File: src/ahbp_pkg.sv
// Purpose: Shared constants and types for the asynchronous host bus port
// Assumes: One system clock at 25 MHz, synchronous active-low reset
// Notes:   Address map, strap positions and sequencing constants live here
package ahbp_pkg;

  // Strap positions in the latched seven-bit configuration word
  localparam int unsigned STRAP_W          = 7;
  localparam int unsigned STRAP_POS_MODE0  = 0;
  localparam int unsigned STRAP_POS_MODE1  = 1;
  localparam int unsigned STRAP_POS_MODE2  = 2;
  localparam int unsigned STRAP_POS_RSVD   = 3;
  localparam int unsigned STRAP_POS_MODE4  = 4;
  localparam int unsigned STRAP_POS_HOLD   = 5;
  localparam int unsigned STRAP_POS_CLKDIV = 6;
  localparam logic [3:0]  STRAP_MODE_SEP_STROBE = 4'h4; // Straps 4,2,1,0 = 0 1 0 0
  localparam logic [6:0]  STRAP_RESET_VAL       = 7'h08;

  // Address map
  localparam int unsigned ADDR_W           = 18;
  localparam int unsigned DATA_W           = 16;
  localparam logic [17:0] REG_LAST_OFS     = 18'h3_FFF;
  localparam logic [19:0] MEM_FIRST_ADDR   = 20'h4_0000;
  localparam logic [19:0] MEM_LAST_ADDR    = 20'h6_8000;
  localparam logic [17:0] BLOCK_BYTES_M1   = 18'h3_FFFF; // 256K byte block

  // Synchroniser depth and reset values
  localparam int unsigned SYNC_STAGES      = 2;
  localparam logic [15:0] DATA_RESET_VAL   = 16'h0000;

  // Access sequencing states
  typedef enum logic [2:0] {
    AHBP_IDLE  = 3'b000,
    AHBP_REQ   = 3'b001,
    AHBP_DONE  = 3'b010,
    AHBP_ENDW  = 3'b011
  } ahbp_state_t;

  // Target of a decoded access
  typedef enum logic [1:0] {
    AHBP_TGT_NONE = 2'b00,
    AHBP_TGT_REG  = 2'b01,
    AHBP_TGT_MEM  = 2'b10
  } ahbp_tgt_t;

endpackage : ahbp_pkg

File: src/ahbp_sync_if.sv
// Purpose: Carries synchronised host control levels into the port core
// Assumes: Driven by the synchroniser, read by the port top
// Notes:   All signals are levels in the system clock domain, active high
`timescale 1ns/1ps
interface ahbp_sync_if;
  logic sel;   // Device select asserted
  logic rd;    // Read strobe asserted
  logic wr;    // Low write strobe asserted
  logic hbe;   // High byte enable asserted

  modport src (output sel, output rd, output wr, output hbe);
  modport dst (input sel, input rd, input wr, input hbe);
endinterface : ahbp_sync_if
File: src/ahbp_port.sv
// Purpose: Asynchronous 16-bit host bus port, select plus separate strobes
// Assumes: Host strobes asynchronous; straps steady around reset release
// Notes:   Internal clients answer through a request/grant/ack handshake
//
// Summary of operation
// - Seven straps latched at reset release fix configuration until next reset
// - Straps 4,2,1,0 = 0100 select separate-strobe mode, little endian
// - Wait output active high when strap five is 1, else active low
// - Bus clock enable divides input clock 2:1 if strap six high, else 1:1
// - Host clock input sources internal bus and memory clock enables
// - Host decodes select; device answers only while select is asserted
// - Space select low routes to registers, high to display buffer
// - Registers decode 0h-3FFFh; display memory 40000h-68000h
// - High byte strobe enables upper data byte on reads and writes
// - Wait release marks read data valid or write data accepted
// - Wait held while arbitration has not yet granted the host
// - Host controls are synchronised before use
// - Only eighteen address bits and space select decode; 256K aliasing
`timescale 1ns/1ps
module ahbp_port (
  input  wire logic        clk_sys,
  input  wire logic        rst_n,
  input  wire logic        host_clock_in,
  input  wire logic [6:0]  strap_in,
  input  wire logic        dev_select_n,
  input  wire logic        mem_reg_sel,
  input  wire logic [17:0] host_address_in,
  input  wire logic [15:0] host_data_bus_in,
  output logic      [15:0] host_data_bus_out,
  output logic      [15:0] host_data_bus_oe_n,
  input  wire logic        read_strobe_n,
  input  wire logic        low_write_strobe_n,
  input  wire logic        high_byte_enable_n,
  input  wire logic        bus_start_n,
  input  wire logic        rd_wr_dir,
  output logic             wait_out,
  output logic             wait_oe_n,
  output logic             mode_valid,
  output logic             bus_clk_en,
  output logic             mem_clk_en,
  output logic             int_req,
  output logic             int_is_mem,
  output logic             int_write,
  output logic      [17:0] int_addr,
  output logic      [15:0] int_wdata,
  output logic      [1:0]  int_byte_en,
  input  wire logic        int_grant,
  input  wire logic        int_ack,
  input  wire logic [15:0] int_rdata
);

  ahbp_sync_if sync ();

  // Host controls cross into the system clock domain here
  ahbp_sync i_ahbp_sync (
    .clk_sys            (clk_sys),
    .rst_n              (rst_n),
    .dev_select_n       (dev_select_n),
    .read_strobe_n      (read_strobe_n),
    .low_write_strobe_n (low_write_strobe_n),
    .high_byte_enable_n (high_byte_enable_n),
    .sync               (sync)
  );

  typedef struct packed {
    logic                      rst_seen;
    logic [6:0]                straps;
    logic                      div_ph;
    logic                      hclk_d;
    ahbp_pkg::ahbp_state_t     state;
    logic                      is_mem;
    logic                      is_wr;
    logic                      in_map;
    logic [17:0]               addr;
    logic [15:0]               wdata;
    logic [1:0]                be;
    logic [15:0]               rdata;
    logic                      drive;
    logic                      waiting;
  } ahbp_st_t;

  ahbp_st_t st_ff;
  ahbp_st_t nxt_st;

  // Decode against the map; higher host bits never reach this port
  function automatic logic addr_in_map(input logic msel, input logic [17:0] a);
    logic [19:0] full;
    full = {1'b0, msel, a};
    if (!msel) begin
      addr_in_map = (a <= ahbp_pkg::REG_LAST_OFS);
    end else begin
      addr_in_map = (full >= ahbp_pkg::MEM_FIRST_ADDR) &&
                    (full <= ahbp_pkg::MEM_LAST_ADDR);
    end
  endfunction

  logic       hold_pol;
  logic       mode_ok;
  logic       hclk_rise;
  logic       strobe;
  logic [3:0] mode_bits;

  assign hold_pol  = st_ff.straps[ahbp_pkg::STRAP_POS_HOLD];
  assign mode_bits = {st_ff.straps[ahbp_pkg::STRAP_POS_MODE4],
                      st_ff.straps[ahbp_pkg::STRAP_POS_MODE2],
                      st_ff.straps[ahbp_pkg::STRAP_POS_MODE1],
                      st_ff.straps[ahbp_pkg::STRAP_POS_MODE0]};
  assign mode_ok   = (mode_bits == ahbp_pkg::STRAP_MODE_SEP_STROBE);
  // Held off until the delay flop has a real sample: no enables in reset, no false rise after it
  assign hclk_rise = host_clock_in && !st_ff.hclk_d && st_ff.rst_seen;
  assign strobe    = sync.rd || sync.wr;

  // Next-state logic: strap capture, clock enables and the access sequence
  always_comb begin
    nxt_st          = st_ff;
    nxt_st.rst_seen = 1'b1;
    nxt_st.hclk_d   = host_clock_in;
    // Straps are taken on the first clock after reset release only
    if (!st_ff.rst_seen) begin
      nxt_st.straps = strap_in;
    end
    if (hclk_rise) begin
      nxt_st.div_ph = ~st_ff.div_ph;
    end
    case (st_ff.state)
      ahbp_pkg::AHBP_IDLE: begin
        nxt_st.drive   = 1'b0;
        nxt_st.waiting = 1'b0;
        // Bus-start and direction pins play no part in starting a cycle
        if (mode_ok && sync.sel && strobe) begin
          nxt_st.is_mem  = mem_reg_sel;
          nxt_st.addr    = host_address_in;
          nxt_st.is_wr   = sync.wr;
          nxt_st.wdata   = host_data_bus_in;
          nxt_st.be      = {sync.hbe, 1'b1};
          nxt_st.in_map  = addr_in_map(mem_reg_sel, host_address_in);
          nxt_st.waiting = 1'b1;
          nxt_st.state   = ahbp_pkg::AHBP_REQ;
        end
      end
      ahbp_pkg::AHBP_REQ: begin
        // Unmapped accesses finish at once with zero read data
        if (!st_ff.in_map) begin
          nxt_st.rdata   = ahbp_pkg::DATA_RESET_VAL;
          nxt_st.drive   = !st_ff.is_wr;
          nxt_st.waiting = 1'b0;
          nxt_st.state   = ahbp_pkg::AHBP_DONE;
        end else if (int_grant && int_ack) begin
          nxt_st.rdata   = int_rdata;
          nxt_st.drive   = !st_ff.is_wr;
          nxt_st.waiting = 1'b0;
          nxt_st.state   = ahbp_pkg::AHBP_DONE;
        end
        // Host dropped the cycle early: abandon without answering
        if (!sync.sel || !strobe) begin
          nxt_st.waiting = 1'b0;
          nxt_st.drive   = 1'b0;
          nxt_st.state   = ahbp_pkg::AHBP_ENDW;
        end
      end
      ahbp_pkg::AHBP_DONE: begin
        // Data stays on the bus until the host lets go
        if (!sync.sel || !strobe) begin
          nxt_st.drive = 1'b0;
          nxt_st.state = ahbp_pkg::AHBP_IDLE;
        end
      end
      ahbp_pkg::AHBP_ENDW: begin
        nxt_st.state = ahbp_pkg::AHBP_IDLE;
      end
      default: begin
        nxt_st.state = ahbp_pkg::AHBP_IDLE;
      end
    endcase
  end

  always_ff @(posedge clk_sys) begin
    if (!rst_n) begin
      st_ff        <= '0;
      st_ff.straps <= ahbp_pkg::STRAP_RESET_VAL;
      st_ff.state  <= ahbp_pkg::AHBP_IDLE;
    end else begin
      st_ff <= nxt_st;
    end
  end

  // Outputs; wait polarity follows the latched strap
  assign wait_out   = st_ff.waiting ? hold_pol : ~hold_pol;
  assign wait_oe_n  = ~(st_ff.waiting || (st_ff.state == ahbp_pkg::AHBP_DONE));
  assign mode_valid = st_ff.rst_seen && mode_ok;
  // 2:1 fires on alternate host clock rises, 1:1 on each rise
  assign bus_clk_en = hclk_rise &&
                      (!st_ff.straps[ahbp_pkg::STRAP_POS_CLKDIV] || st_ff.div_ph);
  assign mem_clk_en = hclk_rise;
  assign int_req    = (st_ff.state == ahbp_pkg::AHBP_REQ) && st_ff.in_map;
  assign int_is_mem = st_ff.is_mem;
  assign int_write  = st_ff.is_wr;
  assign int_addr   = st_ff.addr;
  assign int_wdata  = st_ff.wdata;
  assign int_byte_en = st_ff.be;
  assign host_data_bus_out  = st_ff.rdata;
  // Upper lane drives only when the high byte strobe was present
  assign host_data_bus_oe_n = {{8{~(st_ff.drive && st_ff.be[1])}},
                               {8{~st_ff.drive}}};
endmodule // ahbp_port

File: src/ahbp_sync.sv
// Purpose: Two-stage synchroniser for the asynchronous host control strobes
// Assumes: Strobes are active low at the inputs
// Notes:   First stage feeds only the second stage
`timescale 1ns/1ps
module ahbp_sync (
  input  wire logic clk_sys,
  input  wire logic rst_n,
  input  wire logic dev_select_n,
  input  wire logic read_strobe_n,
  input  wire logic low_write_strobe_n,
  input  wire logic high_byte_enable_n,
  ahbp_sync_if.src  sync
);

  typedef struct packed {
    logic [3:0] stg1;
    logic [3:0] stg2;
  } ahbp_sync_st_t;

  ahbp_sync_st_t st_ff;
  ahbp_sync_st_t nxt_st;

  // Invert to active high and shift through two stages
  always_comb begin
    nxt_st      = st_ff;
    nxt_st.stg1 = {~high_byte_enable_n, ~low_write_strobe_n, ~read_strobe_n, ~dev_select_n};
    nxt_st.stg2 = st_ff.stg1;
  end

  always_ff @(posedge clk_sys) begin
    if (!rst_n) begin
      st_ff <= '0;
    end else begin
      st_ff <= nxt_st;
    end
  end

  assign sync.sel = st_ff.stg2[0];
  assign sync.rd  = st_ff.stg2[1];
  assign sync.wr  = st_ff.stg2[2];
  assign sync.hbe = st_ff.stg2[3];

endmodule // ahbp_sync

File: config.mk
export PLATFORM = sky130hd
export DESIGN_NAME = ahbp_port
export DESIGN_NICKNAME = d
export VERILOG_FILES = /design/src/ahbp_pkg.sv /design/src/ahbp_sync_if.sv /design/src/ahbp_port.sv /design/src/ahbp_sync.sv
export SDC_FILE = /design/constraint.sdc
export NUM_CORES = 1
export LEC_CHECK = 0
export BUFFER_PORTS_ARGS = -buffer_cell sky130_fd_sc_hd__buf_2
export CAP_MARGIN = 20
export CORE_MARGIN = 1.5
export CORE_UTILIZATION = 25
export CTS_BUF_LIST = sky130_fd_sc_hd__clkbuf_16
export DETAILED_ROUTE_END_ITERATION = 12
export SLEW_MARGIN = 20
export SYNTH_ARGS = -nofsm -noshare
export SYNTH_HDL_FRONTEND = slang
export SYNTH_HIERARCHICAL = 1
export SYNTH_SLANG_ARGS = --single-unit
File: constraint.sdc
create_clock -name clk_sys -period 1.7 [get_ports clk_sys]
set_input_delay 0.17 -clock clk_sys [delete_from_list [all_inputs] [get_ports clk_sys]]
set_output_delay 0.17 -clock clk_sys [all_outputs]
set_load 0.005 [all_outputs]
==> reports/results.md, run 1 <==
| Metric | This run |
| --- | --- |
| Startpoint types | flop |
| Skew final | 0.00807 ns |
| Clock Root Buffer | sky130_fd_sc_hd__clkbuf_16 |
| Number of routed nets with antenna violations | 0 |
| Buf+Inv Stages, Crit Path | 2 |
| Row count | 42 |
| Portion of the clock cycle consumed by the worst path in the final layout | 95.5% |
| Number of I/O port buffers | 141 |
| Final count of pins violating max slew | 0 |
| Sequence of cells on the critical path | nor4b_4 -> buf_4 -> and2_1 -> buf_2 |
| Via count | 2664 |
| Slew of the pin with the lowest slew margin | 0.496 ns |
| Final core utilization | 31.7% |
| Count of inserted antenna diode cells | 0 |
| Latest clock arrival within the worst-skew pair | 0.34 ns |
| Multi-input gate area | 1320 sq um |
| Area of all placed cells without fillers | 4220 sq um |
| Worst path top cell family by delay | simple AND/OR/NAND/NOR gates |
| I/O pins | 145 |
| Overall die height | 120 um |
| Share of layout cells above drive strength 1 | 37.5% |
| Count of cell types in the netlist | 36 |
| Cell count after placement | 628 |
| Final setup viols | 0 |
| Die area | 14400 sq um |
| Sequential standard cell area | 1520 sq um |
| Detail-routed net length per standard cell | 12.1 um |
| Global placer's final weighted congestion | 0.738 |
| CP endpoint kind | output pin |
| VDD IR-drop max | 0.416 mV |
| Most common cell after layout, fill and taps aside | sky130_fd_sc_hd__buf_2 |
| Placed instance area | 3930 sq um |
| Mapped Nets | 456 |
| Worst slew margin | 66.9% |
| Met1 layer usage reported by global route | 12.5% |
| Number of standard cells in the final layout excluding fillers | 645 |
| Leakage power of the design | 1.81 nW |
| Number of global-route vias before repair | 2527 |
| Worst Path Arrival | 1.45 ns |
| Met2 track demand over resource in global routing | 18.5% |
| Count of unresolved DRC violations after routing | 0 |
| Count of nets after finishing | 537 |
| First-pass GRT wire length | 12200 um |
| Class of the tightest hold or removal check | input port to flop |
| Register bit total from synthesis | 76 |
| Fmax | 616 MHz |
| Power per cell area | 893 nW/um^2 |
| Setup repair after global routing missed its margin | false |
| Seq/Total Area, Yosys | 44.3% |
| Overall die width | 120 um |
| Clk buf depth | 2 |
| Cell type of the slowest stage on the worst timing path | sky130_fd_sc_hd__nor4b_4 |
| Max-capacitance violation count | 0 |
| Via-per-instance ratio | 4.13 |
| WL final | 7830 um |
| Netlist area before placement | 3430 sq um |
| Global routing usage on met3 | 4.42% |
| Fill cell total of the finished layout | 1429 |
| Run status | complete, no violations |
| Synthesis warning total | 6 |
| Clock transition at the registers of the reported paths | 0.06 ns |
| Initial detailed-routing violation count | 73 |
| Number of hold-slack violations in the final timing report | 0 |
| Antenna violations before repair | 0 |
| CTS Hold Bufs | 0 |
| Top library cells by usage in the layout, fill and taps aside | sky130_fd_sc_hd__buf_2, sky130_fd_sc_hd__nand2_1, sky130_fd_sc_hd__dfxtp_1 |
| Worst-path maximum fanout | 3 |
| Starting utilization of the core area | 25.8% |
| Worst EP required | 1.53 ns |
| Crit-path max cell delay | 0.36 ns |
| Largest net degree at the start of global routing | 35 |
| # clock sinks | 76 |
| Synthesis-to-layout area growth | 22.9% |
| Start-to-end type of the worst setup path | flop to output pin |
| Busiest layer in global routing | met2 |
| CTS tree | built |
| Global-route total usage across every layer | 11.1% |
| Detailed-placement wirelength estimate | 5730 um |
| Gate count of the mapped netlist | 383 |
| H-tree depth reported by CTS | 3 |
| Count of TritonRoute iterations in the first routing pass | 8 |
| Post-layout min period | 1.62 ns |
| Mean cell area of the mapped netlist | 8.96 sq um |
| Area of the core | 13300 sq um |
| TritonCTS Buffers | 9 |
| Remaining global-route overflow | 0 |
[timing repair]
| action | in CTS | in global routing |
|---|---|---|
| endpoints found under the setup margin | 16 | 19 |
| pin swaps | 0 | 1 |
| gates resized for setup | 1 | 2 |
| buffers inserted | 0 | 1 |
[power breakdown]
part           internal [W]  switching (W)  total (W)  leakage [nW]
logic              0.000119      0.0000851   0.000204          1.07
clock network      0.000977       0.000764    0.00174         0.121
registers           0.00180      0.0000126    0.00182         0.616
total               0.00290       0.000861    0.00376          1.81
[path summary, 6_finish.rpt]
check / start / to / slack, ns / cells after the start
max: mode_bits[1]$_SDFFE_PN0N_ / mode_valid / 0.08 / 4
min: host_clock_in / st_ff[60]$_SDFF_PN0_ / 0.05 / 2
min reg2reg: i_ahbp_sync/sync.hbe$_SDFF_PN0_ / int_byte_en[1]$_SDFFE_PN0P_ / 0.43 / 2
max reg2reg: st_ff[57]$_SDFFE_PN0P_ / int_addr[9]$_SDFFE_PN0P_ / 0.15 / 7
[registers in the layout, summed over array words and instances, names as in the netlist, 2 cells and up]
register / cells
st_ff: 9
mode_bits: 4
int_addr: 18
int_wdata: 16
host_data_bus_out: 16
int_byte_en: 2
i_ahbp_sync/nxt_st: 4
[cell usage after synthesis (all sizes together)]
cell type	instances	share of area, %
nor4	4	0.73
nor2	3	0.33
buf	72	15
nand3	1	0.15
o311a	1	0.29
and2b	4	1.0
and3	1	0.18
clkbuf	13	1.5
o21ai	3	0.44
nand4b	2	0.51
mux2i	9	2.6
o2bb2ai	2	0.51
a21boi	37	8.1
xnor2	2	0.51
and2	10	1.9
o22ai	1	0.18
nor2b	22	4.0
a21oi	1	0.15
inv	7	0.77
nand3b	1	0.22
a22oi	16	3.5
a31oi	1	0.18
o21a	2	0.44
dfxtp	76	44
o32ai	1	0.26
nor4b	1	0.69
nand2	83	9.1
nand2b	1	0.18
nor3	1	0.15
o21bai	1	0.22
ha	4	1.5
[metal layers]
layer	up-vias	part of all wire [%]
li1	1349	-
met1	1207	43
met2	95	48
met3	13	7.3
met4	0	2.0
met5	-	0
[area by class of cell]
cell class / instances / share of cell area, %
Sequential cell: 76 / 36.1
Multi-Input combinational cell: 215 / 31.2
Timing Repair Buffer: 155 / 20.5
Clock buffer: 9 / 5.34
Tap cell: 176 / 5.22
Clock inverter: 7 / 1.01
Inverter: 7 / 0.623
[logic make-up after synthesis]
kind of cell | after synthesis | synth area share, %
AO/OA/AOI/OAI | 66 | 14.3
flip-flops | 76 | 44.3
XOR/XNOR | 2 | 0.511
multiplexers | 9 | 2.63
AND/OR/NAND/NOR | 134 | 19.1
buffers and inverters | 92 | 17.7
adder cells (fa/ha/maj) | 4 | 1.46
[metrics by stage]
| step | setup TNS [ns] | total power (W) | hold slack [ns] | setup slack [ns] |
|---|---|---|---|---|
| 2_1_floorplan | 0 | 0.00194 | 0.198 | 0.171 |
| 3_3_place_gp | -1.68 | 0.00206 | 0.388 | -0.109 |
| 3_5_place_dp | -4.07 | 0.00206 | 0.394 | -0.289 |
| 4_1_cts | 0 | 0.00384 | 0.0325 | 0.0511 |
| 5_1_grt | 0 | 0.00393 | 0.0333 | 0.0178 |
| 6_report | 0 | 0.00376 | 0.0501 | 0.0772 |
(Power assumes the default switching activity.)
==> run 2: changes to the inputs <==
--- a/config.mk
+++ b/config.mk
@@ -11,6 +11,7 @@
 export CORE_UTILIZATION = 25
 export CTS_BUF_LIST = sky130_fd_sc_hd__clkbuf_16
 export DETAILED_ROUTE_END_ITERATION = 12
+export HOLD_SLACK_MARGIN = 0.12
 export SLEW_MARGIN = 20
 export SYNTH_ARGS = -nofsm -noshare
 export SYNTH_HDL_FRONTEND = slang
==> reports/results.md, run 2 (synthesis results as in run 1) <==
| Metric | This run |
| --- | --- |
| Run status | complete, no violations |
| Clk buf depth | 2 |
| Antenna violations before repair | 0 |
| Worst EP required | 1.53 ns |
| Top library cells by usage in the layout, fill and taps aside | sky130_fd_sc_hd__buf_2, sky130_fd_sc_hd__nand2_1, sky130_fd_sc_hd__dfxtp_1 |
| H-tree depth reported by CTS | 3 |
| Overall die height | 120 um |
| VDD IR-drop max | 0.430 mV |
| Final count of pins violating max slew | 0 |
| Portion of the clock cycle consumed by the worst path in the final layout | 95.2% |
| Fill cell total of the finished layout | 1355 |
| CP endpoint kind | output pin |
| Cell count after placement | 628 |
| Met2 Wirelength | 4200 um |
| Post-layout min period | 1.62 ns |
| Synthesis-to-layout area growth | 39.7% |
| Number of I/O port buffers | 141 |
| Area of the core | 13300 sq um |
| Global-route total usage across every layer | 12.1% |
| Start-to-end type of the worst setup path | flop to output pin |
| Latest clock arrival within the worst-skew pair | 0.34 ns |
| WL final | 8580 um |
| Number of hold-slack violations in the final timing report | 0 |
| Global placer's final weighted congestion | 0.738 |
| Clock Root Buffer | sky130_fd_sc_hd__clkbuf_16 |
| CTS tree | built |
| Count of unresolved DRC violations after routing | 0 |
| Fmax | 618 MHz |
| # clock sinks | 76 |
| Row count | 42 |
| Detail-routed net length per standard cell | 12.2 um |
| Number of routed nets with antenna violations | 0 |
| Worst slew margin | 67.0% |
| Top routing layer in use | met4 |
| Overall die width | 120 um |
| Met3 wire length | 607 um |
| Worst setup margin | 0.0821 ns |
| Multi-input gate area | 1320 sq um |
| Startpoint types | flop |
| Setup repair after global routing missed its margin | false |
| Slew of the pin with the lowest slew margin | 0.495 ns |
| TritonCTS Buffers | 9 |
| Via count | 2930 |
| Worst setup slack before clock tree synthesis | -0.289 ns |
| Detailed-placement wirelength estimate | 5730 um |
| Worst-path maximum fanout | 3 |
| Final setup viols | 0 |
| Placed instance area | 3930 sq um |
| I/O pins | 145 |
| Initial detailed-routing violation count | 84 |
| Area of all placed cells without fillers | 4790 sq um |
| Most common cell after layout, fill and taps aside | sky130_fd_sc_hd__buf_2 |
| M1 WL | 3530 um |
| Count of inserted antenna diode cells | 0 |
| Number of standard cells in the final layout excluding fillers | 702 |
| Number of global-route vias before repair | 2904 |
| Leakage power of the design | 2.04 nW |
| Sequential standard cell area | 1520 sq um |
| Via-per-instance ratio | 4.17 |
| Remaining global-route overflow | 0 |
| Largest net degree at the start of global routing | 35 |
| Max-capacitance violation count | 0 |
| Class of the tightest hold or removal check | input port to flop |
| Count of nets after finishing | 594 |
| Die area | 14400 sq um |
| Setup TNS | 0 ns |
| First-pass GRT wire length | 13400 um |
| Power per cell area | 807 nW/um^2 |
| Share of layout cells above drive strength 1 | 33.7% |
| Flip-flop count of the largest register, all copies and words added | 18 |
| Worst Path Arrival | 1.45 ns |
| Clock transition at the registers of the reported paths | 0.06 ns |
| Count of TritonRoute iterations in the first routing pass | 6 |
| Skew final | 0.00855 ns |
| Starting utilization of the core area | 25.8% |
-- run 2: cell count changes in the layout (fill, tap and decap cells not counted), sizes merged --
cell	previous run	this run
dlygate4sd3	0	57
-- run 2: power breakdown --
part	internal, W	switching [W]
clock	0.000977	0.000764
sequential	0.00180	0.0000127
combinational	0.000204	0.000105
total	0.00299	0.000882
-- run 2: worst max-delay path, stage by stage (launching register included) --
cell	delay, ns
sky130_fd_sc_hd__dfxtp_1	0.33
sky130_fd_sc_hd__nor4b_4	0.36
sky130_fd_sc_hd__buf_4	0.17
sky130_fd_sc_hd__and2_1	0.13
sky130_fd_sc_hd__buf_2	0.12
-- run 2: layout make-up --
class	instances	area share, %
Inverter	7	0.548
Sequential cell	76	31.7
Timing Repair Buffer	212	29.9
Multi-Input combinational cell	215	27.6
Clock buffer	9	4.70
Clock inverter	7	0.888
Tap cell	176	4.60
-- run 2: metal layers --
metal | global-route usage (%) | up-vias
met4 | 6.32 | 0
met5 | 0 | -
met1 | 12.7 | 1334
met2 | 21.1 | 110
li1 | - | 1465
met3 | 4.56 | 21
-- run 2: final timing paths --
path	startpoint	endpoint	slack (ns)	depth (start not counted)
min reg2reg	i_ahbp_sync/sync.hbe$_SDFF_PN0_	int_byte_en[1]$_SDFFE_PN0P_	0.43	2
min	int_rdata[11]	host_data_bus_out[11]$_SDFFE_PN0P_	0.12	3
max reg2reg	st_ff[57]$_SDFFE_PN0P_	int_addr[9]$_SDFFE_PN0P_	0.15	7
max	mode_bits[1]$_SDFFE_PN0N_	mode_valid	0.08	4
-- run 2: timing repair --
item,CTS,global route
endpoints found under the hold margin,57,0
hold buffers,57,0
resized for setup,1,3
pin swaps,0,1
buffers inserted,0,1
setup endpoints to repair,16,20
-- run 2: stage by stage --
| step | hold slack [ns] | power, W | util (%) |
|---|---|---|---|
| after floorplan | 0.198 | 0.00194 | - |
| after detailed placement | 0.394 | 0.00206 | 29.6 |
| after global routing | 0.125 | 0.00405 | 36.0 |
| after global placement | 0.388 | 0.00206 | 29.6 |
| final | 0.124 | 0.00387 | 36.0 |
| after CTS | 0.120 | 0.00394 | 35.9 |
==> run 3: changes to the inputs <==
==> constraint.sdc (replaced) <==
create_clock -name clk_sys -period 1.7 [get_ports clk_sys]
set_input_delay 0.17 -clock clk_sys [delete_from_list [all_inputs] [get_ports clk_sys]]
set_output_delay 0.17 -clock clk_sys [all_outputs]
set_load 0.02 [all_outputs]
==> reports/results.md, run 3 (synthesis results as in run 1) <==
| Metric | This run |
| --- | --- |
| Post-layout min period | 1.59 ns |
| Cell count after placement | 627 |
| Cell depth of the worst setup path | 4 |
| Number of hold-slack violations in the final timing report | 0 |
| Critical Path Sink | mode_valid |
| Reg2Reg Depth | 7 |
| Placed instance area | 3920 sq um |
| Latest clock arrival within the worst-skew pair | 0.33 ns |
| Top routing layer in use | met4 |
| Worst slew margin | 66.7% |
| Setup TNS | 0 ns |
| TritonCTS Buffers | 9 |
| Met2 Wirelength | 4120 um |
| VDD IR-drop max | 0.557 mV |
| Synthesis-to-layout area growth | 40.4% |
| CP endpoint kind | output pin |
| Starting utilization of the core area | 25.8% |
| M1 WL | 3610 um |
| Die area | 14400 sq um |
| Number of global-route vias before repair | 2874 |
| CTS tree | built |
| Number of routed nets with antenna violations | 0 |
| Startpoint types | flop |
| Crit-path max cell delay | 0.34 ns |
| Clock transition at the registers of the reported paths | 0.06 ns |
| H-tree depth reported by CTS | 3 |
| # clock sinks | 76 |
| Setup repair after global routing missed its margin | false |
| Fill cell total of the finished layout | 1333 |
| Count of unresolved DRC violations after routing | 0 |
| Worst EP required | 1.53 ns |
| Skew final | 0.00717 ns |
| I/O pins | 145 |
| Fmax | 629 MHz |
| Met3 wire length | 503 um |
| Worst-path maximum fanout | 2 |
| Count of nets after finishing | 591 |
| Count of TritonRoute iterations in the first routing pass | 4 |
| Slew of the pin with the lowest slew margin | 0.500 ns |
| Leakage power of the design | 2.07 nW |
| Reg-to-reg critical path endpoint | st_ff[57]$_SDFFE_PN0P_ |
| Largest net degree at the start of global routing | 35 |
| Max-capacitance violation count | 0 |
| Remaining global-route overflow | 0 |
| FF-to-FF setup slack | 0.12 ns |
| Worst Path Arrival | 1.42 ns |
| Clk buf depth | 2 |
| WL final | 8450 um |
| Final count of pins violating max slew | 0 |
| Run status | complete, no violations |
| Top library cells by usage in the layout, fill and taps aside | sky130_fd_sc_hd__buf_2, sky130_fd_sc_hd__nand2_1, sky130_fd_sc_hd__dfxtp_1 |
| Detailed-placement wirelength estimate | 5670 um |
| Setup crit start | mode_bits[1]$_SDFFE_PN0N_ |
| Count of inserted antenna diode cells | 0 |
| Number of standard cells in the final layout excluding fillers | 699 |
| Startpoint of the worst-slack reg-to-reg timing path | st_ff[57]$_SDFFE_PN0P_ |
| Clock Root Buffer | sky130_fd_sc_hd__clkbuf_16 |
| Overall die height | 120 um |
| Detail-routed net length per standard cell | 12.1 um |
| Power per cell area | 875 nW/um^2 |
| Initial detailed-routing violation count | 127 |
| Via-per-instance ratio | 4.16 |
| Number of I/O port buffers | 141 |
| Most common cell after layout, fill and taps aside | sky130_fd_sc_hd__buf_2 |
| Portion of the clock cycle consumed by the worst path in the final layout | 93.6% |
| Start-to-end type of the worst setup path | flop to output pin |
| Flip-flop count of the largest register, all copies and words added | 18 |
| First-pass GRT wire length | 13400 um |
| Worst path top cell family by delay | simple AND/OR/NAND/NOR gates |
| Final setup viols | 0 |
| Area of the core | 13300 sq um |
| Via count | 2907 |
| Global placer's final weighted congestion | 0.735 |
| Final-layout worst hold slack | 0.141 ns |
| Sequence of cells on the critical path | nor4b_4 -> buf_4 -> and2_1 -> buf_2 |
| Cell type of the slowest stage on the worst timing path | sky130_fd_sc_hd__dfxtp_1 |
| Share of layout cells above drive strength 1 | 34.2% |
| Area of all placed cells without fillers | 4820 sq um |
| Buf+Inv Stages, Crit Path | 2 |
| Class of the tightest hold or removal check | input port to flop |
| Global-route total usage across every layer | 11.9% |
| Antenna violations before repair | 0 |
| Overall die width | 120 um |
| Row count | 42 |
[run 3: per-layer routing]
layer,vias up,global-route usage (%)
met5,-,0
met4,0,6.18
met3,19,3.52
met2,104,20.1
met1,1323,13.5
li1,1461,-
[run 3: worst min-delay path, delay by kind of cell]
family / cells / cell delay, ns
AO/OA/AOI/OAI: 1 / 0.07
buffers and inverters: 1 / 0.08
AND/OR/NAND/NOR: 1 / 0.11
[run 3: worst min path at each step]
| stage | slack (ns) | from | to | depth (start not counted) |
|---|---|---|---|---|
| 2_1_floorplan | 0.20 | rst_n | st_ff[69]$_DFF_P_ | 0 |
| 3_5_place_dp | 0.39 | host_clock_in | st_ff[60]$_SDFF_PN0_ | 2 |
| 4_1_cts | 0.12 | int_rdata[3] | host_data_bus_out[3]$_SDFFE_PN0P_ | 3 |
| 3_3_place_gp | 0.39 | host_clock_in | st_ff[60]$_SDFF_PN0_ | 2 |
| 5_1_grt | 0.14 | int_rdata[6] | host_data_bus_out[6]$_SDFFE_PN0P_ | 3 |
| 6_report | 0.14 | int_rdata[3] | host_data_bus_out[3]$_SDFFE_PN0P_ | 3 |
[run 3: metrics by stage]
step / utilization (%) / setup slack, ns / total power [W]
after global placement: 29.5 / -0.0666 / 0.00206
after floorplan: - / 0.171 / 0.00195
after global routing: 36.2 / 0.00405 / 0.00440
after CTS: 36.1 / 0.0376 / 0.00430
after detailed placement: 29.5 / -0.175 / 0.00207
final: 36.2 / 0.109 / 0.00421
[run 3: repair_timing]
item                       CTS  global route
hold buffers                55             0
setup endpoints to repair   17            16
gates resized for setup      1             2
hold endpoints to repair    55             0
gates cloned                 0             0
pin swaps                    1             0
buffers inserted             1             0
[run 3: area by class of cell]
| type | count | area, sq um | area share [%] |
|---|---|---|---|
| Timing Repair Buffer | 209 | 1400 | 29.1 |
| Multi-Input combinational cell | 215 | 1320 | 27.4 |
| Clock buffer | 9 | 225 | 4.68 |
| Tap cell | 176 | 220 | 4.57 |
| Sequential cell | 76 | 1520 | 31.6 |
| Inverter | 7 | 26.3 | 0.545 |
| Clock inverter | 7 | 98.8 | 2.05 |
[run 3: report_power, final]
part / internal [W] / switching, W / total, W / leakage, nW
sequential: 0.00180 / 0.0000160 / 0.00182 / 0.616
combinational: 0.000200 / 0.000108 / 0.000307 / 1.29
clock: 0.00130 / 0.000790 / 0.00209 / 0.156
total: 0.00330 / 0.000913 / 0.00421 / 2.07
